`src/rtl/tkoh_pkg.sv`:
```
package tkoh_pkg;
  // Clock and timing.
  localparam int CLK_NS = 4;
  localparam int EXT_RST_NS = 10000;
  localparam int EXT_RST_CYC = (EXT_RST_NS + CLK_NS - 1) / CLK_NS + 1;
  localparam int STRAP_NS = 1000;
  localparam int STRAP_CYC = (STRAP_NS + CLK_NS - 1) / CLK_NS;
  localparam int INT_PULSE_NS = 32;
  localparam int INT_PULSE_CYC = INT_PULSE_NS / CLK_NS;
  localparam logic [3:0] PWM_LAST_STEP = 4'hE;
  // Register addresses.
  localparam logic [7:0] A_ID = 8'h02;
  localparam logic [7:0] A_CHEN = 8'h03;
  localparam logic [7:0] A_MODE = 8'h04;
  localparam logic [7:0] A_PINSEL = 8'h05;
  localparam logic [7:0] A_PERIOD = 8'h07;
  localparam logic [7:0] A_STAT = 8'h2A;
  localparam logic [7:0] A_CFG = 8'h3A;
  localparam logic [7:0] A_DIM = 8'h3B;
  localparam logic [7:0] A_SENS0 = 8'h40;
  localparam logic [7:0] A_SENS7 = 8'h47;
  localparam logic [7:0] A_LVL0 = 8'h48;
  localparam logic [7:0] A_LVL3 = 8'h4B;
  localparam logic [7:0] A_MON = 8'h4F;
  // Reset values.
  localparam logic [7:0] RST_ID_HI = 8'hB8;
  localparam logic [7:0] RST_ID_LO = 8'hB4;
  localparam logic [7:0] RST_CHEN = 8'hFF;
  localparam logic [7:0] RST_MODE = 8'h55;
  localparam logic [7:0] RST_PINSEL = 8'h00;
  localparam logic [7:0] RST_PERIOD = 8'h27;
  localparam logic [7:0] RST_CFG = 8'h05;
  localparam logic [7:0] RST_DIM = 8'h20;
  localparam logic [7:0] RST_MON = 8'h20;
  localparam logic [5:0] SENS_VDD = 6'h18;
  localparam logic [5:0] SENS_OPEN = 6'h0F;
  localparam logic [5:0] SENS_GND = 6'h0C;
  // Field positions.
  localparam int MODE_MULTI_BIT = 2;
  localparam int CFG_INT_MODE_BIT = 4;
  localparam int CFG_OUTPUT_POLARITY_SEL_BIT = 1;
  localparam int DIM_EN_BIT = 4;
  // Pads as seen through the synchroniser.
  typedef struct packed {
    logic scl;
    logic sda;
    logic ext_rst;
    logic strap_high;
    logic strap_low;
  } tkoh_pins_t;
  localparam tkoh_pins_t PINS_RST = '{scl: 1'b1, sda: 1'b1, default: 1'b0};
  typedef enum logic [3:0] {
    S_IDLE, S_ADDR, S_ACK_A, S_REG, S_ACK_R, S_WR, S_ACK_W, S_RD, S_RACK
  } tkoh_i2c_st_t;
endpackage

```
`src/rtl/tkoh_top.sv`:
```
// Contract
// Touch when channel count exceeds reference threshold
// Each output follows its own channel
// Pins and status register valid together
// One polarity bit for all outputs
// Drive only toward active level
// Sixteen brightness levels per LED pin
// Level zero off, level fifteen on
// LED pins never show touch state
// Pin select, global enable, level registers
// Interrupt on touch status change
// Interrupt pin only pulls low
// Pulse or held-until-read interrupt modes
// High or open strap: address B8h, multi
// Ground strap: address B4h, single, 0Ch
// Strap sampled after reset, then applied
// Oscillator off while SCL, SDA high
// Master sends address after START
// Address last bit: 1 read, 0 write
// External reset held high over 10us
// Interrupt output is active low
// Write: address, register, data, acknowledged
// Read: pointer write, restart, NACK, STOP
`timescale 1ns/1ns
module tkoh_top import tkoh_pkg::*; #(
  parameter int CNT_W = 10,
  parameter int PWM_DIV = 256
) (
  // Clock and reset
  input wire logic clk_sys,
  input wire logic rst_b,
  // Measurement front end
  input wire logic [7:0][CNT_W-1:0] touch_sense_input,
  input wire logic [CNT_W-1:0] reference_cap_input,
  input wire logic meas_valid,
  // Pads
  input wire logic scl_i,
  input wire logic sda_i,
  input wire logic ext_rst_i,
  input wire logic strap_high_i,
  input wire logic strap_low_i,
  // Pad drivers
  output logic sda_oe_r,
  output logic [7:0] direct_touch_output_r,
  output logic [7:0] direct_touch_output_oe_r,
  output logic int_n_oe_r,
  output logic osc_en_r
);
  tkoh_pins_t ff1_r, ff2_r, ff3_r, lv_r, lvq_r;
  logic [11:0] ext_cnt_r;
  logic [7:0] id_r, chen_r, mode_r, pinsel_r, period_r, cfg_r, dim_r, mon_r;
  logic [7:0][5:0] sens_r;
  logic [7:0][3:0] led_brightness_level_r;
  logic [7:0] touch_r, sh_r, tx_r, ptr_r;
  logic [8:0] strap_cnt_r;
  logic [3:0] bit_cnt_r, int_cnt_r, step_r;
  logic [15:0] div_r;
  logic ext_hit_r, strap_done_r, rw_r, nack_r, wr_stb_r, rd_stat_r;
  tkoh_i2c_st_t st_r;
  wire core_rst = !rst_b || ext_hit_r;
  wire [4:0] agree = ~(ff2_r ^ ff3_r);
  wire [4:0] lv_nxt = (lv_r & ~agree) | (ff3_r & agree);
  wire scl_rise = !lvq_r.scl && lv_r.scl;
  wire scl_fall = lvq_r.scl && !lv_r.scl;
  wire i2c_start = lvq_r.scl && lv_r.scl && lvq_r.sda && !lv_r.sda;
  wire i2c_stop = lvq_r.scl && lv_r.scl && !lvq_r.sda && lv_r.sda;
  wire byte_in = (bit_cnt_r == 4'h8);
  wire multi = mode_r[MODE_MULTI_BIT];
  wire output_polarity_sel = cfg_r[CFG_OUTPUT_POLARITY_SEL_BIT];
  wire int_level = cfg_r[CFG_INT_MODE_BIT];
  wire dim_en = dim_r[DIM_EN_BIT];
  wire strap_apply = !strap_done_r && (strap_cnt_r == 9'(STRAP_CYC - 1));
  wire [2:0] sens_idx = 3'(ptr_r - A_SENS0);
  wire [1:0] lvl_idx = 2'(ptr_r - A_LVL0);

  always_ff @(posedge clk_sys) begin
    if (!rst_b) begin
      ff1_r <= PINS_RST;
      ff2_r <= PINS_RST;
      ff3_r <= PINS_RST;
      lv_r <= PINS_RST;
      lvq_r <= PINS_RST;
    end else begin
      ff1_r <= '{scl_i, sda_i, ext_rst_i, strap_high_i, strap_low_i};
      ff2_r <= ff1_r;
      ff3_r <= ff2_r;
      lv_r <= tkoh_pins_t'(lv_nxt);
      lvq_r <= lv_r;
    end
  end

  // long pulse resets
  always_ff @(posedge clk_sys) begin
    if (!rst_b || !lv_r.ext_rst) begin
      ext_cnt_r <= '0;
      ext_hit_r <= 1'b0;
    end else begin
      if (ext_cnt_r != 12'(EXT_RST_CYC)) ext_cnt_r <= ext_cnt_r + 12'h001;
      ext_hit_r <= (ext_cnt_r == 12'(EXT_RST_CYC));
    end
  end

  // Touch decision, one comparator per channel.
  logic [7:0] raw;
  genvar g;
  for (g = 0; g < 8; g++) begin : g_ch
    wire [CNT_W:0] thr = {1'b0, reference_cap_input} + (CNT_W + 1)'(sens_r[g]);
    // rise over reference
    assign raw[g] = chen_r[g] && ({1'b0, touch_sense_input[g]} > thr);
  end
  // Single-touch mode keeps only the lowest touched channel.
  wire [7:0] sel = multi ? raw : (raw & (~raw + 8'h01));
  wire touch_chg = meas_valid && (sel != touch_r);

  // Register read selection.
  logic [7:0] rdata;
  always_comb begin
    rdata = 8'h00;
    unique case (1'b1)
      ptr_r == A_ID: rdata = id_r;
      ptr_r == A_CHEN: rdata = chen_r;
      ptr_r == A_MODE: rdata = mode_r;
      ptr_r == A_PINSEL: rdata = pinsel_r;
      ptr_r == A_PERIOD: rdata = period_r;
      ptr_r == A_STAT: rdata = touch_r;
      ptr_r == A_CFG: rdata = cfg_r;
      ptr_r == A_DIM: rdata = dim_r;
      ptr_r == A_MON: rdata = mon_r;
      ptr_r >= A_SENS0 && ptr_r <= A_SENS7: rdata = {2'b00, sens_r[sens_idx]};
      ptr_r >= A_LVL0 && ptr_r <= A_LVL3:
        rdata = {led_brightness_level_r[{lvl_idx, 1'b1}], led_brightness_level_r[{lvl_idx, 1'b0}]};
      default: rdata = 8'h00;
    endcase
  end

  // I2C slave, sampled on SCL rise and driven on SCL fall.
  always_ff @(posedge clk_sys) begin
    wr_stb_r <= 1'b0;
    rd_stat_r <= 1'b0;
    if (core_rst || i2c_stop) begin
      st_r <= S_IDLE;
      sda_oe_r <= 1'b0;
      bit_cnt_r <= '0;
      if (core_rst) begin
        sh_r <= '0;
        tx_r <= '0;
        ptr_r <= '0;
        rw_r <= 1'b0;
        nack_r <= 1'b0;
      end
    end else if (i2c_start) begin
      // address follows start
      st_r <= S_ADDR;
      sda_oe_r <= 1'b0;
      bit_cnt_r <= '0;
    end else if (scl_rise) begin
      if (st_r == S_ADDR || st_r == S_REG || st_r == S_WR) begin
        sh_r <= {sh_r[6:0], lv_r.sda};
        bit_cnt_r <= bit_cnt_r + 4'h1;
      end else if (st_r == S_RD) begin
        bit_cnt_r <= bit_cnt_r + 4'h1;
      end else if (st_r == S_RACK) begin
        nack_r <= lv_r.sda;
      end
    end else if (scl_fall) begin
      unique case (st_r)
        S_IDLE: sda_oe_r <= 1'b0;
        S_ADDR: if (byte_in) begin
          bit_cnt_r <= '0;
          // direction bit
          rw_r <= sh_r[0];
          st_r <= (sh_r[7:1] == id_r[7:1]) ? S_ACK_A : S_IDLE;
          sda_oe_r <= (sh_r[7:1] == id_r[7:1]);
        end
        S_ACK_A: if (rw_r) begin
          // return pointed register
          st_r <= S_RD;
          tx_r <= rdata;
          sda_oe_r <= !rdata[7];
          rd_stat_r <= (ptr_r == A_STAT);
        end else begin
          st_r <= S_REG;
          sda_oe_r <= 1'b0;
        end
        S_REG: if (byte_in) begin
          bit_cnt_r <= '0;
          ptr_r <= sh_r;
          st_r <= S_ACK_R;
          sda_oe_r <= 1'b1;
        end
        S_ACK_R, S_ACK_W: begin
          st_r <= S_WR;
          sda_oe_r <= 1'b0;
        end
        S_WR: if (byte_in) begin
          // store and acknowledge
          bit_cnt_r <= '0;
          wr_stb_r <= 1'b1;
          st_r <= S_ACK_W;
          sda_oe_r <= 1'b1;
        end
        S_RD: if (byte_in) begin
          bit_cnt_r <= '0;
          st_r <= S_RACK;
          sda_oe_r <= 1'b0;
        end else begin
          tx_r <= {tx_r[6:0], 1'b0};
          sda_oe_r <= !tx_r[6];
        end
        S_RACK: begin
          st_r <= nack_r ? S_IDLE : S_ACK_A;
          sda_oe_r <= 1'b0;
          if (!nack_r) ptr_r <= ptr_r + 8'h01;
        end
        default: st_r <= S_IDLE;
      endcase
    end else if (wr_stb_r) begin
      ptr_r <= ptr_r + 8'h01;
    end
  end

  // Register file; the strap result lands once after reset.
  always_ff @(posedge clk_sys) begin
    if (core_rst) begin
      id_r <= RST_ID_HI;
      chen_r <= RST_CHEN;
      mode_r <= RST_MODE;
      pinsel_r <= RST_PINSEL;
      period_r <= RST_PERIOD;
      cfg_r <= RST_CFG;
      dim_r <= RST_DIM;
      mon_r <= RST_MON;
      sens_r <= {8{SENS_OPEN}};
      led_brightness_level_r <= '0;
      strap_cnt_r <= '0;
      strap_done_r <= 1'b0;
    end else begin
      if (!strap_done_r) strap_cnt_r <= strap_cnt_r + 9'h001;
      // apply strap options
      if (strap_apply) begin
        strap_done_r <= 1'b1;
        // ground option
        id_r <= lv_r.strap_low ? RST_ID_LO : RST_ID_HI;
        // high or open option
        mode_r[MODE_MULTI_BIT] <= !lv_r.strap_low;
        sens_r <= lv_r.strap_low ? {8{SENS_GND}} : lv_r.strap_high ? {8{SENS_VDD}} :
          {8{SENS_OPEN}};
      end else if (wr_stb_r) begin
        // register writes, dimming control registers included
        unique case (1'b1)
          ptr_r == A_ID: id_r <= sh_r;
          ptr_r == A_CHEN: chen_r <= sh_r;
          ptr_r == A_MODE: mode_r <= sh_r;
          ptr_r == A_PINSEL: pinsel_r <= sh_r;
          ptr_r == A_PERIOD: period_r <= sh_r;
          ptr_r == A_CFG: cfg_r <= sh_r;
          ptr_r == A_DIM: dim_r <= sh_r;
          ptr_r == A_MON: mon_r <= sh_r;
          ptr_r >= A_SENS0 && ptr_r <= A_SENS7: sens_r[sens_idx] <= sh_r[5:0];
          ptr_r >= A_LVL0 && ptr_r <= A_LVL3: begin
            led_brightness_level_r[{lvl_idx, 1'b0}] <= sh_r[3:0];
            led_brightness_level_r[{lvl_idx, 1'b1}] <= sh_r[7:4];
          end
          default: ;
        endcase
      end
    end
  end

  // PWM: fifteen steps per period so level 15 never turns off.
  wire pwm_tick = (div_r == 16'(PWM_DIV - 1));
  logic [7:0] pwm_on;
  for (g = 0; g < 8; g++) begin : g_pwm
    // duty from 0 to 100
    assign pwm_on[g] = (step_r < led_brightness_level_r[g]);
  end
  wire [7:0] led_mask = dim_en ? pinsel_r : 8'h00;
  // LED pins drop touch
  wire [7:0] oe_nxt = (touch_r & ~led_mask) | (pwm_on & led_mask);
  // LED pins sink, others drive the active level
  wire [7:0] lvl_nxt = output_polarity_sel ? ~led_mask : 8'h00;

  always_ff @(posedge clk_sys) begin
    if (core_rst) begin
      div_r <= '0;
      step_r <= '0;
      touch_r <= '0;
      direct_touch_output_r <= '0;
      direct_touch_output_oe_r <= '0;
      int_n_oe_r <= 1'b0;
      int_cnt_r <= '0;
      osc_en_r <= 1'b1;
    end else begin
      div_r <= pwm_tick ? 16'h0000 : div_r + 16'h0001;
      // fifteen-step counter (0 to 14) for sixteen levels
      if (pwm_tick) step_r <= (step_r == PWM_LAST_STEP) ? 4'h0 : step_r + 4'h1;
      // one status for pins and bus
      if (meas_valid) touch_r <= sel;
      // per-channel pin drive
      direct_touch_output_oe_r <= oe_nxt;
      // common polarity
      direct_touch_output_r <= lvl_nxt;
      // pull low only
      // change raises interrupt; set beats clear
      if (touch_chg) begin
        int_n_oe_r <= 1'b1;
        int_cnt_r <= 4'(INT_PULSE_CYC - 1);
      end else if (int_level) begin
        // held until status read
        if (rd_stat_r) int_n_oe_r <= 1'b0;
      end else if (int_cnt_r != 4'h0) begin
        int_cnt_r <= int_cnt_r - 4'h1;
      end else begin
        int_n_oe_r <= 1'b0;
      end
      // idle bus stops oscillator
      osc_en_r <= !(lv_r.scl && lv_r.sda);
    end
  end
endmodule // tkoh_top

```
`config.mk`:
```
export PLATFORM = sky130hd
export DESIGN_NAME = tkoh_top
export DESIGN_NICKNAME = d
export VERILOG_FILES = /design/src/rtl/tkoh_pkg.sv /design/src/rtl/tkoh_top.sv
export SDC_FILE = /design/constraint.sdc
export NUM_CORES = 1
export LEC_CHECK = 0
export ABC_CLOCK_PERIOD_IN_PS = 5750
export CAP_MARGIN = 10
export CORE_ASPECT_RATIO = 0.75
export CORE_MARGIN = 2
export CORE_UTILIZATION = 35
export CTS_CLUSTER_SIZE = 30
export DETAILED_ROUTE_END_ITERATION = 7
export DONT_BUFFER_PORTS = 1
export GPL_ROUTABILITY_DRIVEN = 0
export HOLD_SLACK_MARGIN = 0.03
export PLACE_DENSITY = 0.6
export SLEW_MARGIN = 20
export SYNTH_ARGS = -nofsm -noshare
export SYNTH_HDL_FRONTEND = slang
export SYNTH_SLANG_ARGS = --single-unit
```
`constraint.sdc`:
```
create_clock -name clk_sys -period 5.75 [get_ports clk_sys]
set_input_delay 0 -clock clk_sys [delete_from_list [all_inputs] [get_ports clk_sys]]
set_output_delay 0 -clock clk_sys [all_outputs]
set_load 0.01 [all_outputs]
```
==> qor_table.md <==
| Group | Parameter | This run |
| --- | --- | --- |
| outcome | Run status | completed |
| cts | Post-CTS Repair Setup Buffers | 0 |
| route | Total Wirelength | 52700 um |
| synthesis | Most frequent cell after synthesis | nand2_1 |
| synthesis | Largest area contributor in the netlist | dfxtp_1 |
| cts | Number of buffers created by CTS | 29 |
| timing | Sum of negative setup slack | 0 ps |
| grt | Final global-route overflow total | 0 |
| final layout | Filler-free cell count of the finished design | 2654 |
| final layout | Final cell utilization of the core | 0.389 |
| synthesis | Top-area cell type share of the netlist area | 0.296 |
| setup path | CP required | 6170 ps |
| synthesis | Gate count after technology mapping | 2040 |
| grt | Maximum number of pins on one net before global-route repair | 94 |
| floorplanning | Die Outline Area | 0.0502 sq mm |
| cts | Master cell of the clock root buffer | clkbuf_16 |
| timing | Post-Route Skew | 41.0 ps |
| cts | Clock Pin Slew Worst Setup and Hold Paths | 70 ps |
| timing | Slew margin rel. | 0.277 |
| floorplanning | Initial core utilization | 0.356 |
| synthesis | Dominant combinational cell family by area after synthesis | simple AND/OR/NAND/NOR gates |
| setup path | Sort of element at the start of the critical path | flip-flop |
| route | Total number of vias | 15058 |
| power and ir drop | Areal power density over the cells | 245 mW/mm^2 |
| route | Via count normalized by instance count | 5.67 |
| synthesis | List of most frequent post-synthesis cells | 257 x nand2_1, 250 x dfxtp_1, 197 x a21oi_1, 175 x nor2_1, 167 x ha_1 |
| synthesis | Share of flip-flops with an asynchronous set or reset after synthesis | 0 |
| synthesis | Most area-consuming cells after synthesis | dfxtp_1 30%, ha_1 12%, a21oi_1 5.8% |
| timing | Worst Tran Pin Value | 1080 ps |
| placed design | Input/output buffers | 0 |
| setup path | Arrival time reported for the critical path endpoint | 5000 ps |
| timing | Post-Route Hold Slack | 71.4 ps |
| grt | Total routing usage reported by global routing | 0.205 |
| route | ANT nets after route | 0 |
| timing | Max-slew violation count | 0 |
| cts | Number of sinks on the clock net | 275 |
| power and ir drop | Final Power | 4540 uW |
| timing | Maximum frequency from static timing analysis | 219 MHz |
| synthesis | Number of nets in the synthesized netlist | 2313 |
| cts | # H-tree levels | 1 |
| floorplanning | Number of cell rows | 69 |
| placed design | Detailed placer's ending HPWL | 38800 um |
| synthesis | Synthesis Warnings | 0 |
| power and ir drop | Fraction of power consumed by the clock network | 0.434 |
| final layout | Ratio of cells with drive above 1 in the final layout | 0.0497 |
| synthesis | Total of flip-flops plus latches after synthesis | 275 |
| placed design | Number of cells after detailed placement | 2592 |
| grt | Antenna violations before repair | 0 |
| synthesis | Area share of fa/ha/maj cells after synthesis | 0.133 |
| timing | Endpoints failing setup | 0 |
| route | DRC violations left | 0 |
| synthesis | Mapped Area | 0.0169 sq mm |
| cts | # hold bufs at CTS | 7 |
| route | Detailed Routing Iterations Pass 1 | 7 |
| synthesis | Proportion of synthesized chip area in sequential cells | 0.340 |
| setup path | Setup Crit Path Kind | flip-flop to flip-flop |
| setup path | Maximum fanout encountered on the critical timing path | 5 |
| power and ir drop | Portion of total power attributed to sequential cells | 0.443 |
| synthesis | Count of flip-flops with a built-in enable after synthesis | 25 |
| final layout | Layout Area Growth over Synthesis | 9.35% |
| cts | CTS tree | built |
| power and ir drop | Reported leakage power | 0.00712 uW |
| synthesis | Synthesized-area fraction occupied by ao, oa, aoi and oai cells | 0.195 |
| floorplanning | Height of the chip | 194 um |
| synthesis | Most common flop cell mapped by yosys | dfxtp_1 |
| cts | Clock latency on the worst-skew pair | 590 ps |
| synthesis | Synth Area in XOR/XNOR | 0.0559 |
| grt | First-pass GRT wire length | 82000 um |
| power and ir drop | Max VDD drop | 0.196 mV |
| timing | Number of hold violations in the final report | 0 |
| floorplanning | Die width | 258 um |
| timing | Crit share post-route | 0.795 |
| cts | Number of buffers on the longest clock path | 3 |
| route | Average routed wire per standard cell | 19.9 um |
| final layout | Number of filler cells placed in the layout | 4814 |
| floorplanning | Io pins | 117 |
| floorplanning | Area of the core | 0.0476 sq mm |
| setup path | Element type at the critical path end | flip-flop |
| synthesis | Post-synthesis average cell area | 8.30 sq um |
| final layout | Number of nets in the layout | 2264 |
| power and ir drop | Switching Fraction | 0.266 |
| run | Max-cap violation count | 0 |
| grt | Via count of the first global-routing pass | 14152 |
| power and ir drop | Comb power frac | 0.123 |
| timing | Final Critical Period | 4570 ps |
| cts | Cells resized by post-CTS repair | 0 |
| route | Number of DRC markers after the initial detailed-route iteration | 1667 |
| synthesis | Synth Area in Simple Gates | 0.206 |
| synthesis | Share of synthesized area spent on multiplexers | 0.0286 |
| timing | Setup repair after global routing missed its margin | false |
| power and ir drop | Internal power | 3330 uW |
| power and ir drop | Switching power | 1210 uW |
| hold path | Min-Delay Path Class | input pin to flip-flop |
| synthesis | Distinct cells, synth | 85 |
[kinds of logic (layout without fill, tap and decap cells)]
kind of cell,after synthesis,count (layout)
simple gates,746,746
fa+ha+maj,175,175
buf+inv,180,154
other cells,0,1
compound gates,518,518
flops,275,275
mux,38,38
xor+xnor,108,108
[registers in the layout, indices dropped and copies added, names as in the netlist, 9 cells and up, named ones only]
| signal | flops |
|---|---|
| div_r | 16 |
| led_brightness_level_r | 32 |
| ext_cnt_r | 12 |
| strap_cnt_r | 9 |
| sens_r | 48 |
[area by class of cell]
class | count | area (sq um) | share of cell area
inverter | 80 | 300 | 0.0162
sequential | 275 | 5760 | 0.311
antenna | 1 | 2.50 | 0.000135
tap | 639 | 800 | 0.0432
timing repair buffer | 20 | 168 | 0.00905
multi-input combinational | 1585 | 10500 | 0.567
clock inverter | 14 | 161 | 0.00872
clock buffer | 40 | 828 | 0.0447
[cells in the final DEF (no fill, tap or decap), types with 17 or more instances in the layout]
cell / count
o211ai_1: 34
and3_1: 23
ha_1: 167
and2_1: 22
dfxtp_1: 250
a21oi_1: 197
nor2_1: 175
inv_1: 78
a21o_1: 22
xor2_1: 58
o22ai_1: 17
edfxtp_1: 25
mux2i_1: 27
clkbuf_16: 30
nor2b_1: 27
xnor2_1: 50
nand2b_1: 22
nand4_1: 26
o21ai_0: 94
nand2_1: 257
nand3_1: 132
[critical path, stage by stage, from the launching register on]
cell,delay [ps]
dfxtp_1,420
ha_1,260
a21o_1,150
a21oi_1,230
o21bai_1,90
a21oi_1,240
nor2b_1,100
o21ai_0,210
xor2_1,190
ha_1,260
nand3_1,110
o31ai_1,100
a31o_1,210
a21oi_1,650
o21a_1,220
o221a_2,180
nand4_1,90
o41ai_2,530
a21oi_1,130
[path summary, 6_finish.rpt]
| kind | start | to | slack, ps | cells after the start |
|---|---|---|---|---|
| max | sens_r[31] | int_n_oe_r | 1180 | 18 |
| min | scl_i | ff1_r[4] | 70 | 2 |
| max reg2reg | sens_r[31] | int_n_oe_r | 1180 | 18 |
| min reg2reg | ff1_r[4] | ff2_r[4] | 410 | 1 |
[per-layer routing]
layer,vias to the layer above,part of all wire,global-route usage
met1,7132,0.47,0.304
met3,63,0.093,0.0353
met2,675,0.42,0.307
li1,7188,-,-
met4,0,0.017,0.0437
met5,-,0,0
[power by group through the flow]
stage | logic (uW) | clock network (uW) | registers, uW
after CTS | 551 | 2010 | 2010
after global routing | 618 | 2090 | 2010
after global placement | 521 | 0 | 2050
after floorplan | 426 | 0 | 2030
final | 558 | 1970 | 2010
after detailed placement | 541 | 0 | 2050
[through the flow]
| stage | setup WS, ps | cell area [sq um] |
|---|---|---|
| after floorplan | 1830 | 16900 |
| after CTS | 1230 | 18500 |
| after global routing | 864 | 18500 |
| after global placement | 1340 | 17500 |
| final | 1180 | 18500 |
| after detailed placement | 1260 | 17500 |
No activity file was read; power rests on OpenSTA's default activity.
